### config.mk
export PLATFORM = sky130hd
export DESIGN_NAME = sod_diag
export DESIGN_NICKNAME = d
export VERILOG_FILES = /design/src/sod_pkg.sv /design/src/sod_snap_mem.sv /design/src/sod_diag.sv
export SDC_FILE = /design/constraint.sdc
export NUM_CORES = 1
export LEC_CHECK = 0
export ABC_AREA = 0
export BUFFER_PORTS_ARGS = -buffer_cell sky130_fd_sc_hd__buf_2
export CELL_PAD_IN_SITES_DETAIL_PLACEMENT = 0
export CELL_PAD_IN_SITES_GLOBAL_PLACEMENT = 1
export CORE_MARGIN = 1
export CORE_UTILIZATION = 30
export CTS_CLUSTER_DIAMETER = 150
export CTS_CLUSTER_SIZE = 20
export DETAILED_ROUTE_END_ITERATION = 10
export PLACE_DENSITY = 0.59
export SLEW_MARGIN = 25
export SYNTH_ARGS = -nofsm -noshare
export SYNTH_HDL_FRONTEND = slang
export SYNTH_SLANG_ARGS = --single-unit
### constraint.sdc
create_clock -name clk_sys_i -period 2.64 [get_ports clk_sys_i]
set_input_delay 0.264 -clock clk_sys_i [delete_from_list [all_inputs] [get_ports clk_sys_i]]
set_output_delay 0.264 -clock clk_sys_i [all_outputs]
set_load 0.1 [all_outputs]
### src/sod_pkg.sv
// Shared constants and types for the speaker output diagnostic sequencer
package sod_pkg;
	localparam int          SOD_NCH        = 4;
	localparam int          SOD_CLK_HZ     = 50_000_000;
	localparam int          SOD_CHECK_MS   = 1;
	localparam int          SOD_CYCLE_MS   = 100;
	localparam int          SOD_CHECK_CYC  = SOD_CLK_HZ / 1000 * SOD_CHECK_MS;
	localparam int          SOD_CYCLE_CYC  = SOD_CLK_HZ / 1000 * SOD_CYCLE_MS;
	localparam int          SOD_AC_PULSES  = 3;
	localparam int          SOD_RD_BYTES   = 4;
	// Diagnostic byte field positions
	localparam int          SOD_B_GND      = 0;
	localparam int          SOD_B_SVS      = 1;
	localparam int          SOD_B_OPEN     = 2;
	localparam int          SOD_B_SLOAD    = 3;
	localparam int          SOD_B_PERM     = 4;
	localparam int          SOD_B_TWEET    = 5;
	localparam int          SOD_B_DONE     = 6;
	localparam int          SOD_B_THERM    = 7;
	localparam int          SOD_B_OFS_ACT  = 7;
	localparam int          SOD_B_AC_ACT   = 6;
	localparam logic [7:0]  SOD_BYTE_RST   = 8'h00;
	localparam logic [3:0]  SOD_FLT_RST    = 4'h0;

	typedef enum {
		TO_IDLE,
		TO_PULSE,
		TO_BIASED
	} sod_to_t;

	typedef enum {
		PM_RUN,
		PM_CHECK,
		PM_CYCLE,
		PM_RESTART
	} sod_pm_t;
endpackage

### src/sod_snap_mem.sv
// Read-back buffer: whole-image snapshot write, registered byte read
`timescale 1ns/10ps
module sod_snap_mem #(
	parameter int W = 8,
	parameter int D = 4
) (
	// Clock
	input  wire logic                   clk_sys_i,
	input  wire logic                   ce_i,
	// Snapshot write
	input  wire logic                   we_i,
	input  wire logic [W*D-1:0]         wdata_i,
	// Byte read
	input  wire logic [$clog2(D)-1:0]   raddr_i,
	output logic      [W-1:0]           rdata_o
);
	logic [W-1:0] mem [D];

	initial begin
		if (W < 1 || D < 2) begin
			$error("sod_snap_mem: unsupported geometry");
		end
	end

	always_ff @(posedge clk_sys_i) begin
		if (ce_i && we_i) begin
			for (int i = 0; i < D; i++) begin
				mem[i] <= wdata_i[i*W +: W];
			end
		end
	end

	always_ff @(posedge clk_sys_i) begin
		if (ce_i) begin
			rdata_o <= mem[raddr_i];
		end
	end
endmodule

### src/sod_diag.sv
// Speaker output diagnostic sequencer: turn-on, permanent, offset and AC tests
`timescale 1ns/10ps
module sod_diag
	import sod_pkg::*;
#(
	parameter int NCH      = SOD_NCH,
	parameter int CHK_CYC  = SOD_CHECK_CYC,
	parameter int CYC_CYC  = SOD_CYCLE_CYC
) (
	// Clock and reset
	input  wire logic             clk_sys_i,
	input  wire logic             arst_n_i,
	input  wire logic             ce_i,
	// Decoded instruction bits
	input  wire logic             standby_off_i,
	input  wire logic             diag_en_i,
	input  wire logic             offset_en_i,
	input  wire logic             line_drv_sel_i,
	input  wire logic             ac_diag_en_i,
	input  wire logic [NCH-1:0]   gain_16db_i,
	// Analog comparators, one bit per channel except the shared thermal warning
	input  wire logic [NCH-1:0]   sgnd_src_i,
	input  wire logic [NCH-1:0]   sgnd_snk_i,
	input  wire logic [NCH-1:0]   svs_i,
	input  wire logic [NCH-1:0]   sload_i,
	input  wire logic [NCH-1:0]   oload_i,
	input  wire logic [NCH-1:0]   overload_i,
	input  wire logic [NCH-1:0]   offset_hi_i,
	input  wire logic [NCH-1:0]   cur_hi_pulse_i,
	input  wire logic             therm_warn_i,
	// Host read port
	input  wire logic             rd_start_i,
	input  wire logic [1:0]       rd_addr_i,
	output logic      [7:0]       rd_data_o,
	// Power stage control, comparator thresholds and done flag
	output logic                  pulse_on_o,
	output logic                  stage_bias_o,
	output logic      [NCH-1:0]   ch_off_o,
	output logic      [NCH-1:0]   thr_gain16_o,
	output logic      [NCH-1:0]   thr_line_o,
	output logic                  diag_done_o
);
	localparam int TW = $clog2(CYC_CYC + 1);
	localparam logic [TW-1:0] T_CHK = TW'(CHK_CYC);
	localparam logic [TW-1:0] T_CYC = TW'(CYC_CYC);

	initial begin
		if (NCH != SOD_RD_BYTES || CHK_CYC < 1 || CYC_CYC <= CHK_CYC) begin
			$error("sod_diag: unsupported parameters");
		end
	end

	// Resolve a raw fault set to {sload, open, svs, gnd}
	function automatic logic [3:0] prio(input logic so, input logic sk,
			input logic vs, input logic sl, input logic op);
		logic [3:0] r;
		r = 4'h0;
		if (vs) begin
			r[1] = 1'b1;
			r[0] = so;
		end else if (so) begin
			r[0] = 1'b1;
		end else if (sk && op) begin
			r[2] = 1'b1;
		end else if (sk) begin
			r[0] = 1'b1;
		end else if (sl) begin
			r[3] = 1'b1;
		end else if (op) begin
			r[2] = 1'b1;
		end
		return r;
	endfunction

	sod_to_t          to_reg;
	logic [TW-1:0]    to_tmr_reg;
	logic             to_armed_reg;
	logic             stby_d_reg;
	logic             ofs_en_d_reg;
	logic             ac_en_d_reg;
	logic             done_reg;
	logic [3:0]       flt_reg   [NCH];
	logic [NCH-1:0]   perm_reg;
	sod_pm_t          pm_reg    [NCH];
	logic [TW-1:0]    tmr_reg   [NCH];
	logic [NCH-1:0]   pm_armed_reg;
	logic [2:0]       acc_reg   [NCH];
	logic [NCH-1:0]   ofs_reg;
	logic [NCH-1:0]   ofs_res;
	logic [1:0]       acn_reg   [NCH];
	logic [NCH-1:0]   ac_ok_reg;
	logic [NCH-1:0]   cyc_end;
	logic             to_end;
	logic [NCH*8-1:0] snap;
	logic [7:0]       rd_q;

	assign to_end = (to_reg == TO_PULSE) && (to_tmr_reg == T_CYC - 1'b1);

	// Threshold selection for the analog comparators
	assign thr_gain16_o = gain_16db_i;
	assign thr_line_o   = gain_16db_i & {NCH{line_drv_sel_i}};

	// Turn-on sequence
	always_ff @(posedge clk_sys_i or negedge arst_n_i) begin
		if (!arst_n_i) begin
			to_reg     <= TO_IDLE;
			to_tmr_reg <= '0;
			stby_d_reg <= 1'b0;
		end else if (ce_i) begin
			stby_d_reg <= standby_off_i;
			unique case (to_reg)
				TO_IDLE: begin
					to_tmr_reg <= '0;
					if (standby_off_i && !stby_d_reg) begin
						// Pulse runs before bias while outputs float
						if (diag_en_i && to_armed_reg) begin
							to_reg <= TO_PULSE;
						end else begin
							to_reg <= TO_BIASED;
						end
					end
				end
				TO_PULSE: begin
					to_tmr_reg <= to_tmr_reg + 1'b1;
					if (!standby_off_i) begin
						to_reg <= TO_IDLE;
					end else if (to_end) begin
						to_reg <= TO_BIASED;
					end
				end
				TO_BIASED: begin
					if (!standby_off_i) begin
						to_reg <= TO_IDLE;
					end
				end
			endcase
		end
	end

	assign pulse_on_o   = (to_reg == TO_PULSE);
	assign stage_bias_o = (to_reg == TO_BIASED);

	// One pulse per read
	always_ff @(posedge clk_sys_i or negedge arst_n_i) begin
		if (!arst_n_i) begin
			to_armed_reg <= 1'b1;
		end else if (ce_i) begin
			if (rd_start_i) begin
				to_armed_reg <= 1'b1;
			end else if (to_end) begin
				to_armed_reg <= 1'b0;
			end
		end
	end

	// Permanent diagnostic per channel
	for (genvar c = 0; c < NCH; c++) begin : g_ch
		logic fault;
		assign fault      = overload_i[c];
		assign cyc_end[c] = (pm_reg[c] == PM_CYCLE) && (tmr_reg[c] == T_CYC - 1'b1);
		assign ch_off_o[c] = (pm_reg[c] != PM_RUN);

		always_ff @(posedge clk_sys_i or negedge arst_n_i) begin
			if (!arst_n_i) begin
				pm_reg[c]  <= PM_RUN;
				tmr_reg[c] <= '0;
				acc_reg[c] <= 3'h0;
			end else if (ce_i) begin
				unique case (pm_reg[c])
					PM_RUN: begin
						tmr_reg[c] <= '0;
						if (stage_bias_o && fault) begin
							// Protection fired; channel shut down alone
							if (diag_en_i && pm_armed_reg[c]) begin
								pm_reg[c] <= PM_CHECK;
							end else begin
								pm_reg[c] <= PM_RESTART;
							end
						end
					end
					PM_CHECK: begin
						tmr_reg[c] <= tmr_reg[c] + 1'b1;
						acc_reg[c] <= 3'h7;
						if (tmr_reg[c] == T_CHK - 1'b1) begin
							tmr_reg[c] <= '0;
							// Ignore recirculation spikes
							pm_reg[c] <= fault ? PM_CYCLE : PM_RUN;
						end
					end
					PM_CYCLE: begin
						tmr_reg[c] <= tmr_reg[c] + 1'b1;
						acc_reg[c] <= acc_reg[c] & {sload_i[c], svs_i[c],
							sgnd_src_i[c] | sgnd_snk_i[c]};
						if (cyc_end[c]) begin
							tmr_reg[c] <= '0;
							pm_reg[c]  <= PM_RESTART;
						end
					end
					PM_RESTART: begin
						tmr_reg[c] <= tmr_reg[c] + 1'b1;
						if (tmr_reg[c] == T_CHK - 1'b1) begin
							tmr_reg[c] <= '0;
							if (!fault) begin
								pm_reg[c] <= PM_RUN;
							end
						end
					end
				endcase
			end
		end

		// Fault image: turn-on capture, then permanent shorts only
		always_ff @(posedge clk_sys_i or negedge arst_n_i) begin
			if (!arst_n_i) begin
				flt_reg[c]  <= SOD_FLT_RST;
				perm_reg[c] <= 1'b0;
			end else if (ce_i) begin
				if (to_end) begin
					flt_reg[c] <= prio(sgnd_src_i[c], sgnd_snk_i[c], svs_i[c],
						sload_i[c], oload_i[c]);
					perm_reg[c] <= 1'b0;
				end else if (cyc_end[c] && (acc_reg[c] != 3'h0)) begin
					// Open load not sensed here; the short that ends the cycle always clears the previous one
					flt_reg[c] <= prio(acc_reg[c][0], 1'b0, acc_reg[c][1],
						acc_reg[c][2], flt_reg[c][2]);
					perm_reg[c] <= 1'b1;
				end
			end
		end

		// One permanent cycle per read
		always_ff @(posedge clk_sys_i or negedge arst_n_i) begin
			if (!arst_n_i) begin
				pm_armed_reg[c] <= 1'b1;
			end else if (ce_i) begin
				if (rd_start_i) begin
					pm_armed_reg[c] <= 1'b1;
				end else if (cyc_end[c]) begin
					pm_armed_reg[c] <= 1'b0;
				end
			end
		end

		// Offset and AC windows, restarted by each read
		always_ff @(posedge clk_sys_i or negedge arst_n_i) begin
			if (!arst_n_i) begin
				ofs_reg[c]   <= 1'b0;
				acn_reg[c]   <= 2'h0;
				ac_ok_reg[c] <= 1'b0;
			end else if (ce_i) begin
				if (rd_start_i || (offset_en_i && !ofs_en_d_reg)) begin
					ofs_reg[c] <= offset_en_i;
				end else if (fault) begin
					ofs_reg[c] <= 1'b0;
				end else begin
					ofs_reg[c] <= ofs_reg[c] & offset_hi_i[c];
				end
				if (rd_start_i || (ac_diag_en_i && !ac_en_d_reg)) begin
					acn_reg[c]   <= 2'h0;
					ac_ok_reg[c] <= 1'b1;
				end else if (fault) begin
					// Suppressed: no open tweeter reported
					ac_ok_reg[c] <= 1'b0;
				end else if (cur_hi_pulse_i[c] && acn_reg[c] != 2'(SOD_AC_PULSES)) begin
					acn_reg[c] <= acn_reg[c] + 1'b1;
				end
			end
		end

		// Offset persisted over the whole window at read time
		assign ofs_res[c] = ofs_reg[c] & offset_en_i;

		// Snapshot byte for this channel
		always_comb begin
			snap[c*8 +: 8] = SOD_BYTE_RST;
			snap[c*8 + SOD_B_GND]   = flt_reg[c][0];
			snap[c*8 + SOD_B_SVS]   = flt_reg[c][1];
			snap[c*8 + SOD_B_OPEN]  = flt_reg[c][2] | ofs_res[c];
			snap[c*8 + SOD_B_SLOAD] = flt_reg[c][3];
			snap[c*8 + SOD_B_PERM]  = perm_reg[c];
			snap[c*8 + SOD_B_TWEET] = ac_diag_en_i && ac_ok_reg[c]
				&& (acn_reg[c] != 2'(SOD_AC_PULSES));
			if (c == 0) begin
				snap[c*8 + SOD_B_DONE]  = done_reg;
				snap[c*8 + SOD_B_THERM] = therm_warn_i;
			end else if (c == 1) begin
				snap[c*8 + SOD_B_AC_ACT]  = ac_diag_en_i;
				snap[c*8 + SOD_B_OFS_ACT] = offset_en_i;
			end
		end
	end

	// Enable edge history
	always_ff @(posedge clk_sys_i or negedge arst_n_i) begin
		if (!arst_n_i) begin
			ofs_en_d_reg <= 1'b0;
			ac_en_d_reg  <= 1'b0;
		end else if (ce_i) begin
			ofs_en_d_reg <= offset_en_i;
			ac_en_d_reg  <= ac_diag_en_i;
		end
	end

	// Cycle-finished flag; a completion in the read cycle survives
	always_ff @(posedge clk_sys_i or negedge arst_n_i) begin
		if (!arst_n_i) begin
			done_reg <= 1'b0;
		end else if (ce_i) begin
			if (to_end || (|cyc_end)) begin
				done_reg <= 1'b1;
			end else if (rd_start_i) begin
				done_reg <= 1'b0;
			end
		end
	end

	assign diag_done_o = done_reg;

	// Image frozen at read start, so later bytes match the first
	sod_snap_mem #(
		.W (8),
		.D (NCH)
	) u_snap (
		.clk_sys_i (clk_sys_i),
		.ce_i      (ce_i),
		.we_i      (rd_start_i),
		.wdata_i   (snap),
		.raddr_i   (rd_addr_i),
		.rdata_o   (rd_q)
	);

	always_ff @(posedge clk_sys_i or negedge arst_n_i) begin
		if (!arst_n_i) begin
			rd_data_o <= SOD_BYTE_RST;
		end else if (ce_i) begin
			rd_data_o <= rd_q;
		end
	end
endmodule

### Word level (Yosys, flattened, before mapping)

Memories as Yosys holds them, arrays and structs flattened. A register that Yosys moved wholly into a read port is not among the register bits.
Index checks and enable logic that the tools add are counted.

| storage, ports and cells | value |
|---|---|
| bits in registers | 340 |
| input port bits | 48 |
| bits in writable memories | 32 |
| logic and storage cells | 445 |
| output and inout port bits | 23 |
| memories kept | 1 |

Memory list:

| memory | words | bits a word | read ports | clocked after Yosys merged registers in | write ports | line | RTL |
|---|---|---|---|---|---|---|---|
| u_snap.mem | 4 | 8 | 1 | 1 | 4 | sod_snap_mem.sv:17 | `logic [W-1:0] mem [D];` |

| operators by class | value |
|---|---|
| reduce and logical (&&, ||, !) cells | 113 |
| mux-type cells | 197 |
| bitwise operators | 21 |
| equality and inequality tests | 60 |
| $add $sub $neg | 9 |

Operators with widths:

| kind | number |
|---|---|
| 32-bit two-way mux | 24 |
| 32-bit one-hot mux with 4 select lines | 4 |
| 32-bit by 2-bit equality test with 1-bit output (second input constant) | 10 |
| 23-bit one-hot mux with 3 select lines | 4 |
| 23-bit two-way mux | 8 |
| 32-bit by 1-bit equality test with 1-bit output (second input constant) | 5 |
| 32-bit by 3-bit equality test with 1-bit output (second input constant) | 5 |
| 32-bit zero test | 5 |
| 32-bit nonzero test | 4 |
| 23-bit by 1-bit adder with 23-bit output (second input constant) | 5 |
| 23-bit equality test (second input constant) | 5 |
| 1-bit two-way mux | 102 |
| 32-bit one-hot mux with 3 select lines | 1 |
| 23-bit by 16-bit equality test with 1-bit output (second input constant) | 4 |
| 2-bit two-way mux | 41 |
| 2-bit != test (second input constant) | 26 |
| 23-bit one-hot mux with 2 select lines | 1 |
| 2-bit nonzero test | 23 |
| 1-bit logical AND | 38 |
| 2-bit AND reduction | 19 |
| 4-bit two-way mux | 8 |
| 3-bit one-hot mux with 2 select lines | 4 |
| 6-bit AND reduction | 4 |
| 3-bit bitwise AND | 4 |
| other kinds (13) | 46 |

### Depth between registers and ports, before layout

Gate-level depths: netlist (run 1).

| logic depth | value |
|---|---|
| word-level depth | 7 |
| depth in mapped cells | 10 |

### Hierarchy

A second synthesis (run 1) with hierarchy kept.

| unflattened totals | value |
|---|---|
| cell total of the unflattened synthesis | 1,210 |
| area, all modules | 11,939.0 um2 |

Modules (own cells, without submodules):

| module | instances | sequential area each (um2) | area each (um2) | cells each |
|---|---|---|---|---|
| sod_diag | 1 | 4,760.8 | 10,535.1 | 1,159 |
| sod_snap_mem | 1 | 1,201.2 | 1,403.8 | 51 |

### Worst setup path before layout (run 1)

Ideal clock, no wire load.

| path | value |
|---|---|
| path type | register to register |
| start point | register to_reg[1] |
| end point | register to_tmr_reg[15] |
| cell stages (with the launch flop) | 10 |
| arrival | 2.811 ns |
| setup time | 0.132 ns |
| path slack | -0.303 ns |
| period minus slack after synthesis | 2.943 ns |
| required time | 2.508 ns |
| cell sequence | dfrtp_1 -> inv_1 -> ha_1 -> buf_2 -> o21ai_1 -> nor4_1 -> nor2b_1 -> nand4_1 -> xor2_1 -> nor2_1 |

| on the way | value |
|---|---|
| cells in the longest elaborated chain, start to end | 3 |
| elaborated cells on any way between the ends | 5 |
| those cells by class | 1 x eq/ne; 1 x mux; 3 x reduce/logical |

Ends and longest elaborated chain:

| element | line | RTL |
|---|---|---|
| start, declared | sod_diag.sv:75 | `sod_to_t to_reg;` |
| start signal, assigned | sod_diag.sv:106 | `to_reg <= TO_IDLE;` |
| start signal, assigned | sod_diag.sv:117 | `to_reg <= TO_PULSE;` |
| start signal, assigned | sod_diag.sv:119 | `to_reg <= TO_BIASED;` |
| 32-bit by 1-bit equality test with 1-bit output / 32-bit zero test (equally long branches) | sod_diag.sv:111 | `unique case (to_reg)` |
| 2-bit nonzero test (no line) | -- |  |
| 2-bit AND reduction (no line) | -- |  |
| end signal, assigned | sod_diag.sv:124 | `to_tmr_reg <= to_tmr_reg + 1'b1;` |
| end, declared | sod_diag.sv:76 | `logic [TW-1:0] to_tmr_reg;` |

Several ways; a longest one is shown, not always the timed one.
A chain may end at the register's enable or synchronous reset.

### Final worst setup path (run 1)

| path | value |
|---|---|
| start point | register tmr_reg[0] (netlist name) |
| end point | register tmr_reg[19] (netlist name) |

| on the way | value |
|---|---|
| cells in the longest elaborated chain, start to end | 4 |
| elaborated cells on any way between the ends | 7 |
| those cells by class | 1 x add/sub; 2 x eq/ne; 3 x mux; 1 x reduce/logical |

Ends and longest elaborated chain:

| element | line | RTL |
|---|---|---|
| start, declared | sod_diag.sv:85 | `logic [TW-1:0] tmr_reg [NCH];` |
| start signal, assigned by index | sod_diag.sv:182 | `tmr_reg[c] <= tmr_reg[c] + 1'b1;` |
| start signal, assigned by index | sod_diag.sv:191 | `tmr_reg[c] <= tmr_reg[c] + 1'b1;` |
| start signal, assigned by index | sod_diag.sv:200 | `tmr_reg[c] <= tmr_reg[c] + 1'b1;` |
| branches (longest 3 deep; another with 23-bit by 1-bit adder with 23-bit output) | -- |  |
| 23-bit one-hot mux with 3 select lines (*) | sod_diag.sv:169 | `unique case (pm_reg[c])` |

Mark *: on every way between the ends.

==> flow_results.xml, run 1 <==
<?xml version="1.0" encoding="UTF-8"?>
<metrics>
  <group name="layout">
    <metric name="finalNonFillerCells" unit="">1765</metric>
    <metric name="final_util" unit="%">34.95</metric>
    <metric name="multi_input_comb_area" unit="mm2">0.005418</metric>
    <metric name="mostFrequentLayoutCell" unit="">dfrtp_1</metric>
    <metric name="largest_register_ff_count" unit="">92</metric>
    <metric name="areaGrowthSynthToFinish" unit="%">13.98</metric>
    <metric name="drive_gt1_share" unit="%">14.04</metric>
    <metric name="mostFrequentLayoutCells" unit="">dfrtp_1, nand2_1, nor2_1, buf_2, o21ai_0</metric>
    <metric name="num-nets-final" unit="">1323</metric>
    <metric name="final_area" unit="mm2">0.01323</metric>
    <metric name="ff_latch_area" unit="mm2">0.005842</metric>
    <metric name="diodes" unit="">0</metric>
    <metric name="nFillCells" unit="">3956</metric>
  </group>
  <group name="floorplanning">
    <metric name="die-width" unit="um">198.7</metric>
    <metric name="io-pin-count" unit="">71</metric>
    <metric name="die-area" unit="mm2">0.03947</metric>
    <metric name="row_count" unit="">71</metric>
    <metric name="initial_utilization" unit="%">30.67</metric>
    <metric name="die_h" unit="um">198.7</metric>
    <metric name="core_area" unit="mm2">0.03784</metric>
  </group>
  <group name="yosys">
    <metric name="yosys_warnings" unit="">0</metric>
    <metric name="synth-edff-count" unit="">36</metric>
    <metric name="ys_types" unit="">69</metric>
    <metric name="synthesis.area" unit="mm2">0.01160</metric>
    <metric name="synth.avg_cell_area" unit="um2">9.978</metric>
    <metric name="synth_seq_area_share" unit="%">50.34</metric>
    <metric name="synth_flop_cell" unit="">dfrtp_1</metric>
    <metric name="largest_family_of_logic_cells_by_synthesized_area" unit="">simple AND/OR/NAND/NOR gates</metric>
    <metric name="synth-xor-area-share" unit="%">2.566</metric>
    <metric name="synth_simple_gate_area_share" unit="%">21.43</metric>
    <metric name="synth.ff_latch_count" unit="">226</metric>
    <metric name="synth-async-reset-ratio" unit="%">84.07</metric>
    <metric name="synth-compound-area-share" unit="%">15.14</metric>
    <metric name="post_synthesis_share_of_cell_area_spent_on_full_adders_half_adders_and_majority_gates" unit="%">3.235</metric>
    <metric name="postSynthCellCount" unit="">1163</metric>
    <metric name="synth_nets" unit="">1241</metric>
    <metric name="synth.area.mux_share" unit="%">4.248</metric>
  </group>
  <group name="sta">
    <metric name="min_period" unit="ns">2.450</metric>
    <metric name="fin_crit_sh" unit="%">92.79</metric>
    <metric name="setup_violations" unit="">0</metric>
    <metric name="maxSlewHeadroom" unit="%">51.45</metric>
    <metric name="final_max_slew_viol_count" unit="">0</metric>
    <metric name="fmax" unit="GHz">0.4082</metric>
    <metric name="tightest_slew" unit="ns">0.7282</metric>
    <metric name="setup-tns-final" unit="ns">0</metric>
    <metric name="rsz_0062_raised_after_global_routing" unit="">no</metric>
    <metric name="skew" unit="ns">0.02155</metric>
    <metric name="final_hold_violation_count" unit="">0</metric>
  </group>
  <group name="route">
    <metric name="detail_route.wl_per_cell" unit="um">17.27</metric>
    <metric name="vias_per_cell" unit="">5.159</metric>
    <metric name="detail_route.first_pass.iterations" unit="">7</metric>
    <metric name="ant_nets" unit="">0</metric>
    <metric name="dr_vias" unit="">9105</metric>
    <metric name="drt_wl_total" unit="um">30480</metric>
    <metric name="first_iter_violations" unit="">534</metric>
    <metric name="drc_errors" unit="">0</metric>
  </group>
  <group name="clock_network">
    <metric name="cts.clk_slew.worst_paths" unit="ns">0.09</metric>
    <metric name="cts_tree" unit="">built</metric>
    <metric name="cts.htree.levels" unit="">1</metric>
    <metric name="post-cts-setup-buffer-count" unit="">0</metric>
    <metric name="clk_root_buffer_cell" unit="">clkbuf_16</metric>
    <metric name="cts_max_path_buffers" unit="">3</metric>
    <metric name="cts_num_sinks" unit="">226</metric>
    <metric name="tritoncts_buffer_count" unit="">15</metric>
    <metric name="worstSkewPairLatency" unit="ns">0.50</metric>
  </group>
  <group name="place">
    <metric name="dp_hpwl" unit="um">21610</metric>
    <metric name="numPortBuffers" unit="">70</metric>
    <metric name="routabilityCongestion" unit="">0.7984</metric>
    <metric name="place.detailed.instances" unit="">1737</metric>
    <metric name="dpl_cell_area" unit="mm2">0.01277</metric>
  </group>
  <group name="critical_path">
    <metric name="worst_setup_start_kind" unit="">flop</metric>
    <metric name="crit_arrival" unit="ns">2.90</metric>
    <metric name="crit_slowest_cell" unit="">or3b_2</metric>
    <metric name="timing.critical_path.required" unit="ns">3.09</metric>
    <metric name="critical-path-top-delay-family" unit="">simple AND/OR/NAND/NOR gates</metric>
    <metric name="critical_path_buf_inv_count" unit="">1</metric>
    <metric name="worst_setup_path_end_kind" unit="">flop</metric>
    <metric name="crit_path_cell_trace" unit="">ha_1 -&gt; and3_1 -&gt; nand4_1 -&gt; o221ai_1 -&gt; nand2_1 -&gt; buf_4 -&gt; or3b_2 -&gt; nand3_1</metric>
    <metric name="path_class" unit="">flop to flop</metric>
    <metric name="crit_path_max_incr_delay" unit="ns">0.44</metric>
    <metric name="worst-path-max-fanout" unit="">11</metric>
  </group>
  <group name="pwr">
    <metric name="p_leak" unit="nW">5.824</metric>
    <metric name="maximum_vdd_drop" unit="V">0.0004159</metric>
    <metric name="pwr_density_cell" unit="mW/mm2">571.6</metric>
  </group>
  <group name="global_routing">
    <metric name="number_of_global_route_vias_before_repair" unit="">9171</metric>
    <metric name="grt_antenna_before_repair" unit="">1</metric>
    <metric name="global_route.overflow_total" unit="">0</metric>
    <metric name="grt_start_max_net_pins" unit="">66</metric>
    <metric name="global_route_wire_length_before_repair" unit="um">50370</metric>
    <metric name="gr-usage-all-layers" unit="%">16.01</metric>
  </group>
  <group name="job">
    <metric name="max-cap-violations" unit="">0</metric>
  </group>
  <group name="status">
    <metric name="status" unit="">finished, final reports clean</metric>
  </group>
  <group name="worst_hold_path">
    <metric name="worst_hold_path_type" unit="">input pin to flop</metric>
  </group>
</metrics>
-- area by class of cell --
type | instances | share of cell area [%]
Sequential cell | 226 | 44.16
Multi-Input combinational cell | 851 | 40.96
Timing Repair Buffer | 113 | 5.685
Tap cell | 511 | 4.834
Clock buffer | 24 | 3.093
Inverter | 38 | 1.078
Clock inverter | 2 | 0.1892
-- worst register-to-register path: stages (launching register included) --
cell and delay, ns:
dfrtp_1 0.43, ha_1 0.23, and3_1 0.28, nand4_1 0.15, o221ai_1 0.17, nand2_1 0.37, buf_4 0.24, or3b_2 0.45
nand3_1 0.08
-- kinds of logic (layout without fill, tap and decap cells) --
logic type	after synthesis	in the layout
flip-flops	226	226
buffers and inverters	86	177
multiplexers	39	39
AO/OA/AOI/OAI	273	273
XOR/XNOR	34	34
AND/OR/NAND/NOR	475	475
adder cells (fa/ha/maj)	30	30
-- repair_timing --
action	CTS	global route
hold endpoints to repair	59	0
hold buffers	2	0
endpoints found under the setup margin	0	2
resized for setup	0	1
-- synth_stat cells, drive strengths merged (3+ instances only) --
cell type	number	area, um2
and4	9	78.83
nor2b	5	31.28
clkbuf	26	97.59
nor4b	5	43.79
a31oi	60	375.4
buf	22	112.6
a21o	19	142.6
or3	12	75.07
mux4	6	135.1
xor2	22	192.7
a221oi	4	35.03
o31ai	5	37.54
nor4bb	5	50.05
nand4b	5	43.79
nand3b	3	22.52
and3	33	206.5
nor4	17	118.9
ha	30	375.4
xnor2	12	105.1
inv	38	142.6
nor3	28	140.1
nand2	142	535.5
a21oi	51	255.2
and2	15	93.84
dfrtp	185	4629
a211oi	4	30.03
nand3	55	275.3
a32o	5	50.05
nand2b	20	125.1
mux2	22	247.7
nand4	25	156.4
nor2	68	255.2
and3b	4	35.03
a22o	22	192.7
dfstp	5	131.4
edfxtp	36	1081
or4	4	37.53
nor3b	15	117.6
a311oi	5	43.79
o221ai	5	43.79
o211ai	3	27.52
o22ai	3	18.77
a41oi	3	26.28
mux2i	11	110.1
o21ai	69	345.3
-- per-layer routing --
metal  GRT usage, %  wire [um]  vias to the layer above
met4          3.077        459                        2
met2          26.55      14270                      124
li1               -          -                     4458
met3          1.848        853                       28
met5              0         17                        -
met1          22.47      14880                     4493
-- power by group --
group          total (mW)  switching, mW  internal (mW)
sequential           3.99          0.224           3.76
clock                2.37           1.27           1.10
combinational        1.20          0.817          0.386
total                7.56           2.31           5.25
-- stage by stage --
step           hold WS, ns  worst slack [ns]  total power, mW
2_1_floorplan     -0.03159           0.01889            4.860
3_3_place_gp        0.3183            0.2291            5.257
3_5_place_dp        0.3202            0.1925            5.275
4_1_cts            0.01352            0.1846            7.701
5_1_grt            0.04086           0.04191            7.969
6_report           0.02982            0.1902            7.561
-- final timing paths --
check,cells past startpoint,to,start,slack [ns]
worst max-delay path,8,tmr_reg[19]$_DFFE_PN0P_,tmr_reg[0]$_DFFE_PN0P_,0.19
worst min-delay path,3,acc_reg[0]$_DFFE_PN0P_,sgnd_src_i[3],0.03
worst max register to register,8,tmr_reg[19]$_DFFE_PN0P_,tmr_reg[0]$_DFFE_PN0P_,0.19
worst min register to register,0,u_snap.mem[1][3]$_DFFE_PP_,flt_reg[11]$_DFFE_PN0P_,0.45
max in group asynchronous,3,to_armed_reg$_DFFE_PN1P_,arst_n_i,1.56
min in group asynchronous,2,rd_data_o[7]$_DFFE_PN0P_,arst_n_i,0.33
No activity file was read; power rests on OpenSTA's default activity.
==> inputs of run 2 (changes only) <==
CTS_CLUSTER_SIZE = unset   (was 20)
PLACE_DENSITY = 0.56   (was 0.59)
==> run 2 against run 1 <==
- cell count is 2.5% higher
- clock power rose by 60%
- total power up 19%
- largest cell class unchanged
- critical endpoint is now flt_reg[4]$_DFFE_PN0P_
==> flow_results.xml, run 2 (synthesis gave the netlist of run 1 again) <==
<?xml version="1.0" encoding="UTF-8"?>
<metrics>
  <group name="status">
    <metric name="status" unit="">finished, final reports clean</metric>
  </group>
  <group name="layout">
    <metric name="multi_input_comb_area" unit="mm2">0.005416</metric>
    <metric name="mostFrequentLayoutCell" unit="">dfrtp_1</metric>
    <metric name="ff_latch_area" unit="mm2">0.005842</metric>
    <metric name="largest_register_ff_count" unit="">92</metric>
    <metric name="drive_gt1_share" unit="%">15.25</metric>
    <metric name="areaGrowthSynthToFinish" unit="%">19.57</metric>
    <metric name="nFillCells" unit="">3869</metric>
    <metric name="num-nets-final" unit="">1354</metric>
    <metric name="diodes" unit="">0</metric>
    <metric name="final_util" unit="%">36.67</metric>
    <metric name="mostFrequentLayoutCells" unit="">dfrtp_1, nand2_1, nor2_1, buf_2, o21ai_0</metric>
  </group>
  <group name="route">
    <metric name="detail_route.wl_per_cell" unit="um">17.34</metric>
    <metric name="dr_vias" unit="">9314</metric>
    <metric name="drt_wl_total" unit="um">31370</metric>
    <metric name="drc_errors" unit="">0</metric>
    <metric name="vias_per_cell" unit="">5.149</metric>
    <metric name="first_iter_violations" unit="">534</metric>
    <metric name="detail_route.first_pass.iterations" unit="">6</metric>
    <metric name="ant_nets" unit="">0</metric>
  </group>
  <group name="sta">
    <metric name="fin_crit_sh" unit="%">93.15</metric>
    <metric name="skew" unit="ns">0.01579</metric>
    <metric name="min_period" unit="ns">2.459</metric>
    <metric name="final.hold.worst_slack" unit="ns">0.03707</metric>
    <metric name="maxSlewHeadroom" unit="%">49.93</metric>
    <metric name="final_max_slew_viol_count" unit="">0</metric>
    <metric name="tightest_slew" unit="ns">0.7511</metric>
    <metric name="setup_violations" unit="">0</metric>
    <metric name="fmax" unit="GHz">0.4066</metric>
    <metric name="final_hold_violation_count" unit="">0</metric>
    <metric name="setup-tns-final" unit="ns">0</metric>
    <metric name="rsz_0062_raised_after_global_routing" unit="">no</metric>
  </group>
  <group name="place">
    <metric name="dp_hpwl" unit="um">21710</metric>
    <metric name="routabilityCongestion" unit="">0.7550</metric>
    <metric name="numPortBuffers" unit="">70</metric>
  </group>
  <group name="floorplanning">
    <metric name="die-width" unit="um">198.7</metric>
    <metric name="row_count" unit="">71</metric>
    <metric name="die_h" unit="um">198.7</metric>
    <metric name="core_area" unit="mm2">0.03784</metric>
    <metric name="io-pin-count" unit="">71</metric>
    <metric name="die-area" unit="mm2">0.03947</metric>
    <metric name="initial_utilization" unit="%">30.67</metric>
  </group>
  <group name="worst_hold_path">
    <metric name="whs_path_depth" unit="">2</metric>
    <metric name="worst_hold_path_type" unit="">input pin to flop</metric>
  </group>
  <group name="clock_network">
    <metric name="tritoncts_buffer_count" unit="">28</metric>
    <metric name="cts_num_sinks" unit="">226</metric>
    <metric name="cts.htree.levels" unit="">1</metric>
    <metric name="cts.clk_slew.worst_paths" unit="ns">0.06</metric>
    <metric name="postCtsResizedCells" unit="">0</metric>
    <metric name="clk_root_buffer_cell" unit="">clkbuf_16</metric>
    <metric name="cts_max_path_buffers" unit="">3</metric>
    <metric name="cts_tree" unit="">built</metric>
    <metric name="post-cts-setup-buffer-count" unit="">0</metric>
    <metric name="worstSkewPairLatency" unit="ns">0.56</metric>
    <metric name="cts-hold-fix-buffers" unit="">22</metric>
  </group>
  <group name="global_routing">
    <metric name="grt_start_max_net_pins" unit="">70</metric>
    <metric name="grt_antenna_before_repair" unit="">0</metric>
    <metric name="number_of_global_route_vias_before_repair" unit="">9489</metric>
    <metric name="global_route_wire_length_before_repair" unit="um">51370</metric>
    <metric name="gr-usage-all-layers" unit="%">16.49</metric>
    <metric name="global_route.overflow_total" unit="">0</metric>
  </group>
  <group name="job">
    <metric name="max-cap-violations" unit="">0</metric>
  </group>
  <group name="pwr">
    <metric name="total_power_consumption_of_the_routed_design" unit="mW">9.030</metric>
    <metric name="maximum_vdd_drop" unit="V">0.0003774</metric>
    <metric name="pwr_density_cell" unit="mW/mm2">650.8</metric>
    <metric name="p_leak" unit="nW">6.143</metric>
  </group>
  <group name="critical_path">
    <metric name="path_class" unit="">flop to flop</metric>
    <metric name="crit_path_cell_trace" unit="">ha_1 -&gt; nand3_1 -&gt; or4_4 -&gt; nor3b_2 -&gt; buf_4 -&gt; a41o_1 -&gt; mux2_2</metric>
    <metric name="path_depth" unit="">7</metric>
    <metric name="crit_slowest_cell" unit="">or4_4</metric>
    <metric name="worst_setup_start_kind" unit="">flop</metric>
    <metric name="worst-path-max-fanout" unit="">10</metric>
    <metric name="worst_setup_path_end_kind" unit="">flop</metric>
    <metric name="timing.critical_path.required" unit="ns">3.08</metric>
    <metric name="crit_path_max_incr_delay" unit="ns">0.55</metric>
    <metric name="critical_path_buf_inv_count" unit="">1</metric>
    <metric name="worst_r2r_path_depth" unit="">7</metric>
    <metric name="critical-path-top-delay-family" unit="">simple AND/OR/NAND/NOR gates</metric>
    <metric name="crit_arrival" unit="ns">2.90</metric>
  </group>
</metrics>
## run 2: per-stage QoR
| stage | worst slack [ns] | std cells | cell area (um2) |
|---|---|---|---|
| 2_1_floorplan | 0.01889 | 1163 | 11610 |
| 3_3_place_gp | 0.2019 | 1735 | 12740 |
| 3_5_place_dp | 0.1949 | 1735 | 12740 |
| 4_1_cts | 0.1725 | 1809 | 13880 |
| 5_1_grt | 0.001184 | 1809 | 13880 |
| 6_report | 0.1808 | 1809 | 13880 |
## run 2: power by group
group	switching (mW)	internal [mW]
Sequential	0.227	3.77
Combinational	0.817	0.411
Clock	1.53	2.27
Total	2.58	6.45
## run 2: final timing paths
check / from / endpoint / slack (ns)
setup / recovery: to_tmr_reg[0]$_DFFE_PN0P_ / flt_reg[4]$_DFFE_PN0P_ / 0.18
min in group asynchronous: arst_n_i / rd_data_o[3]$_DFFE_PN0P_ / 0.30
setup reg to reg: to_tmr_reg[0]$_DFFE_PN0P_ / flt_reg[4]$_DFFE_PN0P_ / 0.18
hold / removal: ce_i / ofs_en_d_reg$_DFFE_PN0P_ / 0.04
max in group asynchronous: arst_n_i / pm_armed_reg[2]$_DFFE_PN1P_ / 1.52
hold reg to reg: flt_reg[8]$_DFFE_PN0P_ / u_snap.mem[1][0]$_DFFE_PP_ / 0.45
## run 2: layout make-up
cell class,count,area share (%)
Sequential cell,226,42.10
Clock inverter,10,0.5410
Timing Repair Buffer,131,6.664
Tap cell,511,4.608
Clock buffer,42,6.023
Multi-Input combinational cell,851,39.04
Inverter,38,1.028
## run 2: routing by layer
layer	up-vias	GRT usage, %	routed length (um)
met1	4597	22.33	14920
met4	0	4.530	605
met3	41	2.458	1061
met5	-	0	0
li1	4549	-	-
met2	127	27.30	14780
